[src/hdl/tsi_cfg.svh]
// register map, field positions, reset values and timing counts of the transponder serial interface
`ifndef TSI_CFG_SVH
`define TSI_CFG_SVH

`define TSI_CLK_MHZ 125
`define TSI_RST_PULSE_NS 10000
`define TSI_RST_PULSE_CYC ((`TSI_RST_PULSE_NS * `TSI_CLK_MHZ) / 1000)
`define TSI_RST_CNT_W 11

`define TSI_REG_CTRL 8'h00
`define TSI_REG_STATUS 8'h04
`define TSI_REG_MEM_IDX 8'h08
`define TSI_REG_MEM_DATA 8'h0c

`define TSI_CTRL_FIELD 0
`define TSI_ST_MOD_ACT 0
`define TSI_ST_MANCH 1
`define TSI_ST_PM_AUTO 2
`define TSI_ST_SUP_FIELD 3
`define TSI_ST_ROW_LSB 8
`define TSI_ST_STATE_LSB 16

`define TSI_PM_AUTO_RST 1'b1
`define TSI_FIELD_RST 1'b0
`define TSI_ROW_RST 5'h00

`endif

[src/hdl/tsi_pkg.sv]
// types shared by the transponder serial interface
package tsi_pkg;
	typedef enum logic [2:0] {
		ST_IDLE = 3'h0,
		ST_CTRL = 3'h1,
		ST_CACK = 3'h3,
		ST_SEND = 3'h2,
		ST_MACK = 3'h6,
		ST_MOD = 3'h7,
		ST_WAIT = 3'h5
	} tsi_state_t;
	typedef logic [4:0] tsi_row_t;
endpackage : tsi_pkg

[src/hdl/tsi_top.sv]
// two-wire serial slave with word memory, modulator modes and reset handling
`timescale 1ns/100ps
`include "tsi_cfg.svh"
module tsi_top (
	// clock and reset
	input wire logic pclk,
	input wire logic presetn,
	// apb slave
	input wire logic psel,
	input wire logic penable,
	input wire logic pwrite,
	input wire logic [7:0] paddr,
	input wire logic [31:0] pwdata,
	output logic [31:0] prdata,
	output logic pready,
	output logic pslverr,
	// two-wire link, sda open drain
	input wire logic scl,
	input wire logic sda_in,
	output logic sda_out,
	output logic sda_oe_n,
	// two-way reset pin
	input wire logic bidir_reset_pin_in,
	output logic bidir_reset_pin_out,
	output logic bidir_reset_pin_oe_n,
	// modulator stage
	output logic mod_active,
	output logic mod_manchester,
	output logic mod_clk,
	output logic mod_data,
	output logic mod_strobe,
	// power management
	output logic pm_auto
);
	import tsi_pkg::*;

	function automatic logic [7:0] pick_byte(input logic [15:0] w, input logic upper);
		pick_byte = upper ? w[15:8] : w[7:0];
	endfunction : pick_byte

	// mode bit set means decrement, else increment; 5 bits wrap by themselves
	function automatic tsi_row_t step_row(input tsi_row_t r, input logic dec);
		step_row = dec ? r - 5'h01 : r + 5'h01;
	endfunction : step_row

	logic [15:0] mem [0:31];
	logic [2:0] syn_q;
	logic scl_q, sda_q, rstpin_q, scl_d, sda_d;
	logic scl_rise, scl_fall, start_cond, stop_cond;
	tsi_state_t state;
	logic [3:0] bitcnt;
	logic [7:0] sh, out_sh;
	logic [15:0] word_buf, cur_word, nxt_word;
	tsi_row_t row_addr, next_row, mem_idx;
	logic hi_first, second, got_ack, special;
	logic ctrl_done, is_spec, is_read;
	logic [7:0] byte_a, byte_b, byte_c;
	logic field_present, supply_field, fb_switch, sif_rst;
	logic acc_wr, acc_rd;
	logic [31:0] rd_mux;
	logic rd_hit;

	tsi_sync #(.W(3)) u_sync (
		.pclk(pclk),
		.presetn(presetn),
		.d({bidir_reset_pin_in, sda_in, scl}),
		.q(syn_q)
	);
	assign scl_q = syn_q[0];
	assign sda_q = syn_q[1];
	assign rstpin_q = syn_q[2];

	tsi_rst u_rst (
		.pclk(pclk),
		.presetn(presetn),
		.trig(fb_switch),
		.pin_out(bidir_reset_pin_out),
		.pin_oe_n(bidir_reset_pin_oe_n)
	);

	always_ff @(posedge pclk or negedge presetn) begin
		if (!presetn) begin
			scl_d <= 1'b1;
			sda_d <= 1'b1;
		end else begin
			scl_d <= scl_q;
			sda_d <= sda_q;
		end
	end

	always_comb begin
		scl_rise = scl_q & ~scl_d;
		scl_fall = ~scl_q & scl_d;
		start_cond = scl_q & scl_d & sda_d & ~sda_q;
		stop_cond = scl_q & scl_d & ~sda_d & sda_q;
		ctrl_done = (state == ST_CTRL) && scl_fall && (bitcnt == 4'h8);
		is_spec = (sh[7:6] == 2'b11) && (sh[2:0] == 3'b111);
		is_read = sh[0] && !is_spec;
		cur_word = mem[row_addr];
		next_row = step_row(row_addr, hi_first);
		nxt_word = mem[next_row];
		byte_a = pick_byte(cur_word, hi_first);
		byte_b = pick_byte(word_buf, ~hi_first);
		byte_c = pick_byte(nxt_word, hi_first);
	end

	// supply tracking: leaving field supply resets the interface and the host
	always_ff @(posedge pclk or negedge presetn) begin
		if (!presetn) begin
			supply_field <= 1'b0;
			fb_switch <= 1'b0;
			sif_rst <= 1'b0;
		end else begin
			supply_field <= field_present & pm_auto;
			fb_switch <= supply_field & ~(field_present & pm_auto);
			sif_rst <= ~rstpin_q | fb_switch;
		end
	end

	// serial state machine; starts are ignored while streaming to the modulator
	always_ff @(posedge pclk or negedge presetn) begin
		if (!presetn) begin
			state <= ST_IDLE;
			bitcnt <= 4'h0;
			sh <= 8'h00;
			out_sh <= 8'h00;
			word_buf <= 16'h0000;
			row_addr <= `TSI_ROW_RST;
			hi_first <= 1'b0;
			second <= 1'b0;
			got_ack <= 1'b0;
			special <= 1'b0;
			sda_oe_n <= 1'b1;
		end else if (sif_rst || stop_cond) begin
			state <= ST_IDLE;
			sda_oe_n <= 1'b1;
			special <= 1'b0;
			if (sif_rst) begin
				row_addr <= `TSI_ROW_RST;
			end
		end else if (start_cond && state != ST_MOD) begin
			state <= ST_CTRL;
			bitcnt <= 4'h0;
			sda_oe_n <= 1'b1;
		end else begin
			case (state)
				ST_CTRL: begin
					if (scl_rise) begin
						sh <= {sh[6:0], sda_q};
						bitcnt <= bitcnt + 4'h1;
					end
					if (ctrl_done) begin
						if (is_spec || is_read) begin
							sda_oe_n <= 1'b0;
							state <= ST_CACK;
							special <= is_spec;
							hi_first <= sh[2];
							// mode 00 reads from the current pointer
							if (is_read && sh[2:1] != 2'b00) begin
								row_addr <= sh[7:3];
							end
						end else begin
							state <= ST_WAIT;
						end
					end
				end
				ST_CACK: begin
					if (scl_fall) begin
						if (special) begin
							sda_oe_n <= 1'b1;
							state <= ST_MOD;
						end else begin
							word_buf <= cur_word;
							out_sh <= byte_a;
							sda_oe_n <= byte_a[7];
							second <= 1'b0;
							bitcnt <= 4'h0;
							state <= ST_SEND;
						end
					end
				end
				ST_SEND: begin
					if (scl_fall) begin
						bitcnt <= bitcnt + 4'h1;
						if (bitcnt == 4'h7) begin
							sda_oe_n <= 1'b1;
							state <= ST_MACK;
						end else begin
							out_sh <= {out_sh[6:0], 1'b0};
							sda_oe_n <= out_sh[6];
						end
					end
				end
				ST_MACK: begin
					if (scl_rise) begin
						got_ack <= ~sda_q;
					end
					if (scl_fall) begin
						if (got_ack) begin
							bitcnt <= 4'h0;
							state <= ST_SEND;
							if (second) begin
								row_addr <= next_row;
								word_buf <= nxt_word;
								out_sh <= byte_c;
								sda_oe_n <= byte_c[7];
								second <= 1'b0;
							end else begin
								out_sh <= byte_b;
								sda_oe_n <= byte_b[7];
								second <= 1'b1;
							end
						end else begin
							// both bytes sent: step even on no-ack so a current-address read follows on
							if (second) begin
								row_addr <= next_row;
							end
							state <= ST_WAIT;
						end
					end
				end
				ST_IDLE, ST_WAIT, ST_MOD: begin
					state <= state;
				end
				default: begin
					state <= ST_IDLE;
				end
			endcase
		end
	end

	// modulator mode and power management flags
	always_ff @(posedge pclk or negedge presetn) begin
		if (!presetn) begin
			mod_active <= 1'b0;
			mod_manchester <= 1'b0;
			pm_auto <= `TSI_PM_AUTO_RST;
		end else if (sif_rst) begin
			mod_active <= 1'b0;
			mod_manchester <= 1'b0;
			pm_auto <= `TSI_PM_AUTO_RST;
		end else begin
			if (stop_cond) begin
				mod_active <= 1'b0;
			end else if (state == ST_CACK && scl_fall && special) begin
				mod_active <= 1'b1;
			end
			if (ctrl_done && is_spec) begin
				mod_manchester <= sh[4];
				pm_auto <= sh[3];
			end
		end
	end

	// modulator stream: no acknowledge slots, every rising clock takes a bit
	always_ff @(posedge pclk or negedge presetn) begin
		if (!presetn) begin
			mod_clk <= 1'b0;
			mod_data <= 1'b0;
			mod_strobe <= 1'b0;
			sda_out <= 1'b0;
		end else begin
			sda_out <= 1'b0;
			mod_clk <= (state == ST_MOD) & scl_q;
			mod_strobe <= (state == ST_MOD) & scl_rise;
			if (state == ST_MOD && scl_rise) begin
				mod_data <= sda_q;
			end
		end
	end

	// apb slave, one wait-free access phase
	assign acc_wr = psel & penable & pwrite & pready;
	assign acc_rd = psel & ~penable;

	always_comb begin
		rd_mux = 32'h0000_0000;
		rd_hit = 1'b1;
		case (paddr)
			`TSI_REG_CTRL: rd_mux[`TSI_CTRL_FIELD] = field_present;
			`TSI_REG_STATUS: begin
				rd_mux[`TSI_ST_MOD_ACT] = mod_active;
				rd_mux[`TSI_ST_MANCH] = mod_manchester;
				rd_mux[`TSI_ST_PM_AUTO] = pm_auto;
				rd_mux[`TSI_ST_SUP_FIELD] = supply_field;
				rd_mux[`TSI_ST_ROW_LSB +: 5] = row_addr;
				rd_mux[`TSI_ST_STATE_LSB +: 3] = state;
			end
			`TSI_REG_MEM_IDX: rd_mux[4:0] = mem_idx;
			`TSI_REG_MEM_DATA: rd_mux[15:0] = mem[mem_idx];
			default: rd_hit = 1'b0;
		endcase
	end

	always_ff @(posedge pclk or negedge presetn) begin
		if (!presetn) begin
			pready <= 1'b0;
			prdata <= 32'h0000_0000;
			pslverr <= 1'b0;
		end else begin
			pready <= psel & ~penable & ~pready;
			if (acc_rd) begin
				prdata <= pwrite ? 32'h0000_0000 : rd_mux;
				pslverr <= ~rd_hit;
			end
		end
	end

	always_ff @(posedge pclk or negedge presetn) begin
		if (!presetn) begin
			field_present <= `TSI_FIELD_RST;
			mem_idx <= 5'h00;
		end else if (acc_wr) begin
			if (paddr == `TSI_REG_CTRL) begin
				field_present <= pwdata[`TSI_CTRL_FIELD];
			end
			if (paddr == `TSI_REG_MEM_IDX) begin
				mem_idx <= pwdata[4:0];
			end
		end
	end

	// memory contents are loaded by software; no reset on the array
	always_ff @(posedge pclk) begin
		if (acc_wr && paddr == `TSI_REG_MEM_DATA) begin
			mem[mem_idx] <= pwdata[15:0];
		end
	end
endmodule : tsi_top

[src/hdl/tsi_sync.sv]
// two-flop synchroniser for pins from outside the pclk domain
`timescale 1ns/100ps
module tsi_sync #(
	parameter int W = 3
) (
	// clock and reset
	input wire logic pclk,
	input wire logic presetn,
	// pins and their synchronised copy
	input wire logic [W-1:0] d,
	output logic [W-1:0] q
);
	logic [W-1:0] meta;

	always_ff @(posedge pclk or negedge presetn) begin
		if (!presetn) begin
			meta <= '1;
			q <= '1;
		end else begin
			meta <= d;
			q <= meta;
		end
	end
endmodule : tsi_sync

[src/hdl/tsi_rst.sv]
// reset-pin driver: pulls the two-way reset pin low for a fixed time
`timescale 1ns/100ps
`include "tsi_cfg.svh"
module tsi_rst (
	// clock and reset
	input wire logic pclk,
	input wire logic presetn,
	// request
	input wire logic trig,
	// pin driver, oe_n low while driving
	output logic pin_out,
	output logic pin_oe_n
);
	logic [`TSI_RST_CNT_W-1:0] cnt;

	always_ff @(posedge pclk or negedge presetn) begin
		if (!presetn) begin
			cnt <= '0;
			pin_oe_n <= 1'b1;
			pin_out <= 1'b0;
		end else begin
			pin_out <= 1'b0;
			if (trig) begin
				// a new switch-over restarts the pulse
				cnt <= `TSI_RST_CNT_W'(`TSI_RST_PULSE_CYC);
				pin_oe_n <= 1'b0;
			end else if (cnt > `TSI_RST_CNT_W'(1)) begin
				cnt <= cnt - `TSI_RST_CNT_W'(1);
			end else begin
				cnt <= '0;
				pin_oe_n <= 1'b1;
			end
		end
	end
endmodule : tsi_rst

[config.mk]
export PLATFORM = sky130hd
export DESIGN_NAME = tsi_top
export DESIGN_NICKNAME = d
export VERILOG_FILES = /design/src/hdl/tsi_pkg.sv /design/src/hdl/tsi_top.sv /design/src/hdl/tsi_sync.sv /design/src/hdl/tsi_rst.sv
export VERILOG_INCLUDE_DIRS = /design/src /design/src/hdl
export SDC_FILE = /design/constraint.sdc
export NUM_CORES = 1
export LEC_CHECK = 0
export BUFFER_PORTS_ARGS = -buffer_cell sky130_fd_sc_hd__buf_4
export CAP_MARGIN = 20
export CORE_UTILIZATION = 25
export DETAILED_ROUTE_END_ITERATION = 16
export PLACE_DENSITY_LB_ADDON = 0.1
export RECOVER_POWER = 50
export REMOVE_ABC_BUFFERS = 1
export SLEW_MARGIN = 30
export SYNTH_ARGS = -nofsm -noshare
export SYNTH_HDL_FRONTEND = slang
export SYNTH_SLANG_ARGS = --single-unit
[constraint.sdc]
create_clock -name pclk -period 12 [get_ports pclk]
set_input_delay 0 -clock pclk [delete_from_list [all_inputs] [get_ports pclk]]
set_output_delay 0 -clock pclk [all_outputs]
set_load 0.01 [all_outputs]
======== Word-level counts from Yosys, hierarchy flattened ========
Memories as Yosys holds them, arrays and structs flattened.
Index checks and enable logic that the tools add are counted.
W data, S select, Z words.
word-level totals
  memories ................................ 1
  output and inout port bits .............. 44
  flip-flop bits (word level) ............. 117
  memory bits (writable) .................. 512
  memory bits (read-only) ................. 0
  word-level logic and storage cells ...... 241
  input port bits ......................... 48
  bits in latches ......................... 0
memories
  memory  words  bits a word  rd ports  clocked after memory_dff  wr ports  line           text
  mem     32     16           3         0                         1         tsi_top.sv:46  logic [15:0] mem [0:31];
cells by class
  equal/unequal tests ..................... 43
  $mul .................................... 0
  add/sub/neg operators ................... 4
  shift operators ......................... 0
  div/mod/pow operators ................... 0
  reductions and logical operators ........ 42
  multiplexer cells ....................... 91
  magnitude comparators ................... 1
  bitwise operators ....................... 28
operators by type and width
  kind                  count
  $mux W16              5
  $mux W7               7
  $mux W5               9
  $mux W3               13
  $mux W1               33
  $pmux W16 S2          1
  $mux W4               7
  $ne A3 B3 Y1 const B  9
  $mux W8               3
  $reduce_and A8 Y1     3
  $mux W11              2
  $pmux W7 S3           1
  $ne A2 B2 Y1 const B  10
  $ne A4 B4 Y1 const B  5
  $pmux W5 S2           2
  $mux W19              1
  $and A1 B1 Y1         16
  $eq A8 B4 Y1 const B  2
  $pmux W4 S4           1
  $pmux W3 S5           1
  $reduce_and A7 Y1     2
  $eq A3 B3 Y1 const B  4
  $reduce_and A4 Y1     3
  $reduce_bool A2 Y1    6
  other kinds (34)      63

======== Depth between registers and ports, before layout ========
Gate-level depths: netlist of the first run.
  depth after elaboration ................. 11
  gate-level depth with buffers ........... 18
  mapped depth without buffers ............ 10

======== Hierarchy ========
A second synthesis of the first run with hierarchy kept.
second synthesis, totals
  cells, all modules ...................... 2102
  area, all modules ....................... 33534.7 sq um
by module, submodules not included
  module    instances  sequential area each (sq um)  area an instance (sq um)  cells each
  tsi_top   1          17531.8                       32711.4                   2031
  tsi_rst   1          301.5                         665.6                     65
  tsi_sync  1          157.7                         157.7                     6

======== Least setup slack after synthesis of the first run ========
Ideal clock, no wire load.
  kind .................................... flip-flop to flip-flop
  from .................................... register row_addr[1]
  to ...................................... register word_buf[8]
  data arrival time ....................... 3.684 ns
  stages on the path, launching flop included .. 15
  period minus slack after synthesis ...... 3.808 ns
  setup slack ............................. 8.192 ns
  path through ............................ dfrtp_1 > buf_6 > buf_6 > buf_4 > buf_6 > inv_1 > buf_2 > fa_1 > buf_2 > buf_1 > mux4_2 > mux4_2 > mux2i_1 > mux2i_1 > mux2_2
on the way
  longest elaborated chain between the ends .. 7
  elaborated cells between the ends (all ways) .. 10
ends and longest elaborated chain
  element                                         line            text
  start: declaration                              tsi_top.sv:54   tsi_row_t row_addr, next_row, mem_idx;
  start signal: assignment                        tsi_top.sv:128  row_addr <= `TSI_ROW_RST;
  start signal: assignment                        tsi_top.sv:139  row_addr <= `TSI_ROW_RST;
  start signal: assignment                        tsi_top.sv:160  row_addr <= sh[7:3];
  $add A5 B1 Y5 or $sub A5 B1 Y5 (tied branches)  tsi_top.sv:43   step_row = dec ? r - 5'h01 : r + 5'h01;
  $mux W5                                         tsi_top.sv:43
  $mem_v2 Z32 W16 *                               -
  $mux W16                                        tsi_top.sv:202  if (second) begin
  $mux W16                                        tsi_top.sv:199  if (got_ack) begin
  $mux W16                                        tsi_top.sv:198  if (scl_fall) begin
  $pmux W16 S2 *                                  tsi_top.sv:146  case (state)
  end signal: assignment                          tsi_top.sv:173  word_buf <= cur_word;
  end signal: assignment                          tsi_top.sv:204  word_buf <= nxt_word;
  end: declaration                                tsi_top.sv:53   logic [15:0] word_buf, cur_word, nxt_word;
Every way passes the cells marked *; elsewhere a longest branch is shown, timed or not. The select of a mux whose other input is x is not followed.
A chain may end at the register's enable or synchronous reset.

======== Worst setup path in the final report of the first run ========
  from .................................... register row_addr[1]
  to ...................................... register out_sh[2]
on the way
  longest elaborated chain between the ends .. 8
  elaborated cells between the ends (all ways) .. 12
ends and longest elaborated chain
  element                                         line            text
  $add A5 B1 Y5 or $sub A5 B1 Y5 (tied branches)  tsi_top.sv:43
  $mux W5                                         tsi_top.sv:43
  $mem_v2 Z32 W16 *                               -
  $mux W8                                         tsi_top.sv:38   pick_byte = upper ? w[15:8] : w[7:0];
  $mux W7                                         tsi_top.sv:202
  $mux W7                                         tsi_top.sv:199
  $mux W7                                         tsi_top.sv:198
  $pmux W7 S3 *                                   tsi_top.sv:146
  end signal: assignment                          tsi_top.sv:189  out_sh <= {out_sh[6:0], 1'b0};
  end signal: assignment                          tsi_top.sv:205  out_sh <= byte_c;
  end signal: assignment                          tsi_top.sv:209  out_sh <= byte_b;
  end: declaration                                tsi_top.sv:52   logic [7:0] sh, out_sh;
Marks and branches as above.

==> impl_metrics.ini, run 1 <==
[yosys]
synth-xor-area-share = 0.00440
synthCells = 1989
yosys.area_share.simple = 0.0490
synth_edf_count = 512
synthFlopType = edfxtp_1
synthMuxAreaShare = 0.302
synth-seq-cells = 616
synth_top_area_cell = edfxtp_1
synth-compound-area-share = 0.0662
yosys_warnings = 0
yosysTopAreaCellShare = 0.466
syn_area_sq_mm = 0.0330
synth_top_family_by_area = multiplexers
ys_top_cells_by_area = edfxtp_1 (47%), mux4_2 (26%), dfrtp_1 (7.1%)
synthAdderAreaFrac = 0.00326
async_flop_share = 0.169
yosysUniqueCellTypes = 76
synth_seq_area_share = 0.546
syn_avg_cell_area_sq_um = 16.6

[timing]
min_period_ns = 5.87
setup_violations = 0
layout_worst_path_cycle_share = 0.489
grt_setup_unrepaired = false
relSlewSlack = -1.50
worst_pin_slew_ns = 3.74
finalHoldViolations = 0
fin_skew_ns = 0.0291
fmax_mhz = 170
fin_ws_ns = 6.13
maxSlewViolCount = 131

[placement]
hpwl_mm = 78.2
numPortBuffers = 60
gp_congestion = 0.808
dp_slack_ns = 6.17

[clocking]
clkSinkCount = 616
holdBufCountCts = 35
clockRootBuffer = clkbuf_16
numCtsBuffers = 77
clockBufferDepth = 3
clk_latency_ns = 0.67
clk_pin_slew_ns = 0.06
cts_setup_buffers = 0
cts_tree = built
ctsHtreeMaxLevel = 3
post_cts_resized = 0

[die]
die_y_microns = 365
row_count = 132
fp.dieArea_sq_mm = 0.133
io_pins = 92
die_x_microns = 365
core_sq_mm = 0.130
start_util = 0.253

[route]
drtPass1Iterations = 5
drc = 0
vias = 21000
drt_iter0_drc = 1925
drtAntennaViolNets = 0
drt-total-wl_mm = 132
viasPerCell = 5.41
wl_per_cell_microns = 33.9

[global_route]
met2_usage = 0.306
grt_usage = 0.198
grt_use_met3 = 0.0588
grt_pass1_vias = 21500
grt_overflow = 0
grt_max_degree = 112
grt_pass1_wl_mm = 181
antenna_found_initial = 4
met1_usage = 0.268
busiest_layer = met2

[layout]
drive_gt1_frac = 0.324
utilization = 0.296
area_growth_pct = 16.7
final_nets = 2134
final_common_cell = edfxtp_1
diodes = 0
final_cell_mix = edfxtp_1 (512), mux4_2 (377), nand2_1 (118)

[power_and_ir_drop]
ir_worst_vdd_mv = 0.0933
powerDensity_mw_per_mm2 = 128
p_leak_uw = 0.0122
power_uw = 4910

[setup_path]
crit_type = reg2reg
reg2regPathDepth = 13
critical_path_arrival_ns = 6.44
path_max_fanout = 40
crit_path_start_kind = flip-flop
endpoint_kind = flip-flop
crit_required_ns = 12.58

[worst_hold_path]
min_path_cells = 3
hold_path.class = in2reg

[run_status]
outcome = finished, violations left
failed_checks = max-capacitance violations, max-slew violations

[flow_run]
drv_cap = 3
flip-flops by register name (all words and copies together) (netlist names), 3 cells and up:
| signal | cells |
|---|---|
| sh | 8 |
| u_rst.cnt | 11 |
| prdata | 19 |
| u_sync.q | 3 |
| out_sh | 7 |
| bitcnt | 4 |
| state | 3 |
| mem | 512 |
| word_buf | 16 |
| u_sync.meta | 3 |
| row_addr | 5 |
| mem_idx | 5 |
metal layers:
| metal | share of wire | routed length (microns) | vias up |
|---|---|---|---|
| li1 | - | - | 8544 |
| met3 | 0.083 | 11000 | 181 |
| met1 | 0.43 | 56800 | 11400 |
| met5 | 0.00015 | 20 | - |
| met2 | 0.45 | 59800 | 889 |
| met4 | 0.031 | 4120 | 2 |
synthesized netlist by cell type, drive strengths merged, types with 14 or more instances:
master and number:
buf 121, clkbuf 50, a22o 21, o21ai 37, inv 17, dfrtp 93
nand2 118, nor3 14, a221oi 19, nor2 128, mux2 36, o211ai 14
mux4 390, a22oi 49, a31oi 14, edfxtp 512, a21oi 57, nand3 20
mux2i 71
area by class of cell:
class / instances / area [sq um]
clock buffer: 107 / 2190
clock inverter: 35 / 407
fill: 12900 / 91700
inverter: 18 / 67.6
multi-input combinational: 1198 / 14400
sequential: 616 / 18000
tap: 1742 / 2180
timing repair buffer: 167 / 1210
path summary, 6_finish.rpt:
path | from | endpoint | slack (ns)
max reg2reg | row_addr[1]$_DFFE_PN0P_ | out_sh[2]$_DFFE_PN0P_ | 6.13
min reg2reg | u_sync.meta[2]$_DFF_PN1_ | u_sync.q[2]$_DFF_PN1_ | 0.35
min in group asynchronous | presetn | pm_auto$_DFFE_PN1P_ | 0.93
max | row_addr[1]$_DFFE_PN0P_ | out_sh[2]$_DFFE_PN0P_ | 6.13
min | psel | pready$_DFF_PN0_ | 0.003
max in group asynchronous | presetn | mem_idx[0]$_DFFE_PN0P_ | 6.92
metrics by stage:
step / setup TNS [ns] / hold WS (ns) / instances / cell area, sq um
floorplan: -44.37 / -0.296 / 1832 / 32100
global placement: 0 / 0.0160 / 3705 / 35700
detailed placement: 0 / 0.0205 / 3705 / 35700
CTS: 0 / 0.254 / 3882 / 38600
global route: 0 / 0.0186 / 3883 / 38500
finish: 0 / 0.00281 / 3883 / 38500
power by group:
part / leakage, uW / switching, uW / internal, uW
combinational: 0.00494 / 92.2 / 51.3
clock: 0.00126 / 979 / 1410
sequential: 0.00596 / 26.8 / 2350
worst max-delay path, stage by stage (launching register included):
cell	delay [ns]
dfrtp_4	0.96
inv_1	0.09
buf_4	0.38
fa_4	0.65
xnor2_4	0.54
buf_4	0.63
buf_4	0.59
nor2_1	0.33
a221oi_1	0.48
nor2_1	0.08
a311oi_1	0.28
a21oi_1	0.16
a221o_1	0.39
o211ai_1	0.08
kinds of logic after synthesis:
group,after synthesis
AND/OR/NAND/NOR,358
flip-flops,616
multiplexers,497
adder cells (fa/ha/maj),8
other,1
AO/OA/AOI/OAI,306
buffers and inverters,189
XOR/XNOR,14
Note: power is estimated with default switching activity, not from simulation.
==> inputs of run 2 (changes only) <==
Clock period 12 ns to 4.9 ns, I/O delays scaled along.
==> impl_metrics.ini, run 2 (synthesis gave the netlist of run 1 again) <==
[setup_path]
r2r-start = row_addr[1]$_DFFE_PN0P_
crit_path_start = row_addr[1]$_DFFE_PN0P_
r2r-end = word_buf[5]$_DFFE_PN0P_
r2r_setup_slack_ns = 0.69
cp-endpoint = word_buf[5]$_DFFE_PN0P_
critical_path_arrival_ns = 4.75
slowest_delay_ns = 0.67
endpoint_kind = flip-flop
crit_type = reg2reg
path_max_fanout = 45
reg2regPathDepth = 10
crit_required_ns = 5.44
cp_cell_sequence = inv_1 -> fa_4 -> xnor2_4 -> buf_12 -> mux4_1 -> mux2i_1 -> nand3_1 -> o211ai_1 -> mux2i_1 -> mux2_2
slowest_stage = dfrtp_4
crit_top_cell = mux2i_1
crit_path_start_kind = flip-flop

[worst_hold_path]
min_path_cells = 6
hold_path.class = in2reg
hp-start = paddr[7]

[global_route]
grt_usage = 0.199
antenna_found_initial = 4
grt_max_degree = 109
grt_pass1_wl_mm = 182
grt_overflow = 0
grt_pass1_vias = 21800

[power_and_ir_drop]
p_leak_uw = 0.0124
p_comb_frac = 0.030
pwr-share-clk = 0.480
p_sw_uw = 2660
switching_share = 0.224
p_int_uw = 9220
ir_worst_vdd_mv = 0.220
pwr-share-seq = 0.490
powerDensity_mw_per_mm2 = 305

[timing]
maxSlewViolCount = 93
finalHoldViolations = 0
finalSetupTns_ns = 0
worst_pin_slew_ns = 2.01
setup_violations = 0
layout_worst_path_cycle_share = 0.860
relSlewSlack = -0.339
fmax_mhz = 237
min_period_ns = 4.21
grt_setup_unrepaired = false
fin_skew_ns = 0.0283

[route]
drtAntennaViolNets = 0
wl_per_cell_microns = 33.7
vias = 21300
viasPerCell = 5.44
drt_iter0_drc = 2509
drtPass1Iterations = 5
drt-total-wl_mm = 132
drc = 0

[clocking]
clk_latency_ns = 0.67
clockRootBuffer = clkbuf_16
clkSinkCount = 616
numCtsBuffers = 78
ctsHtreeMaxLevel = 3
clockBufferDepth = 3
cts_tree = built
clk_pin_slew_ns = 0.06

[placement]
gp_congestion = 0.805
hpwl_mm = 82.3
numPortBuffers = 60

[run_status]
outcome = finished, violations left
failed_checks = max-capacitance violations, max-slew violations

[layout]
reg_top3 = mem x512, prdata x19, word_buf x16
drive_gt1_frac = 0.333
area_growth_pct = 18.2
utilization = 0.299
final_nets = 2174
fill_cells = 12900
final_cell_mix = edfxtp_1 (512), mux4_2 (377), nand2_1 (118)
top_register = mem
largest_reg_flops = 512
final_common_cell = edfxtp_1

[die]
die_y_microns = 365
row_count = 132
start_util = 0.253
die_x_microns = 365
core_sq_mm = 0.130
fp.dieArea_sq_mm = 0.133
io_pins = 92

[flow_run]
drv_cap = 3
[run 2: cell count changes in the layout (fill, tap and decap cells not counted), moves of 2 or more]
cell / previous run / this run
buf_4: 81 / 102
clkbuf_8: 11 / 8
buf_16: 1 / 6
buf_8: 0 / 2
dfstp_2: 6 / 8
clkinv_1: 10 / 12
dfstp_1: 5 / 3
bufinv_16: 6 / 4
buf_12: 2 / 15
dlygate4sd3_1: 34 / 36
clkinv_4: 3 / 0
[run 2: cell type report]
cell class                 count  area (sq um)  share of cell area
inverter                      18          67.6             0.00173
tap                         1742          2180              0.0560
multi-input combinational   1198         14400               0.369
antenna                        1          2.50           0.0000642
clock inverter                30           305             0.00784
sequential                   616         18000               0.462
clock buffer                 110          2190              0.0563
timing repair buffer         206          1800              0.0463
[run 2: how the worst min path moves through the flow]
stage / slack [ns] / endpoint
6_report: 0.11 / prdata[1]$_DFFE_PN0P_
5_1_grt: 0.17 / prdata[1]$_DFFE_PN0P_
4_1_cts: 0.07 / prdata[1]$_DFFE_PN0P_
3_5_place_dp: 0.09 / prdata[1]$_DFFE_PN0P_
3_3_place_gp: 0.08 / prdata[1]$_DFFE_PN0P_
2_1_floorplan: -0.30 / bitcnt[0]$_DFFE_PN0P_
[run 2: worst max-delay path: cells and delay by family, from the launching register on]
kind | cells | cell delay, ns
flip-flops | 1 | 0.67
buffers and inverters | 2 | 0.50
AO/OA/AOI/OAI | 1 | 0.33
adder cells (fa/ha/maj) | 1 | 0.58
multiplexers | 4 | 1.22
AND/OR/NAND/NOR | 1 | 0.09
XOR/XNOR | 1 | 0.62
[run 2: per-stage QoR]
stage | area (sq um) | worst slack [ns] | std cells | total power [uW] | hold WS, ns
after global placement | 36000 | 0.719 | 3735 | 6250 | 0.0766
after CTS | 39100 | 0.713 | 3918 | 12000 | 0.0693
final | 39000 | 0.688 | 3921 | 11900 | 0.114
after floorplan | 32100 | -9.13 | 1832 | 6080 | -0.296
after global routing | 38900 | 0.579 | 3920 | 12300 | 0.169
after detailed placement | 36200 | 0.750 | 3741 | 6260 | 0.0880
[run 2: what timing repair did]
action	in CTS	in global routing
hold buffers	37	0
resized for setup	0	0
setup buffers	0	0
hold endpoints to repair	595	0
[run 2: layer usage]
layer  up-vias  wire (microns)  GRT usage
met5         -              13          0
met4         2            4170     0.0633
met3       184            8710     0.0421
met2       835           59800      0.306
met1     11700           59500      0.280
li1       8635               -          -
[run 2: power by group through the flow]
stage	Combinational, uW	Clock, uW	Sequential, uW
floorplan	177	0	5900
global placement	332	0	5910
detailed placement	346	0	5920
CTS	374	5850	5810
global route	406	6030	5820
finish	360	5700	5820
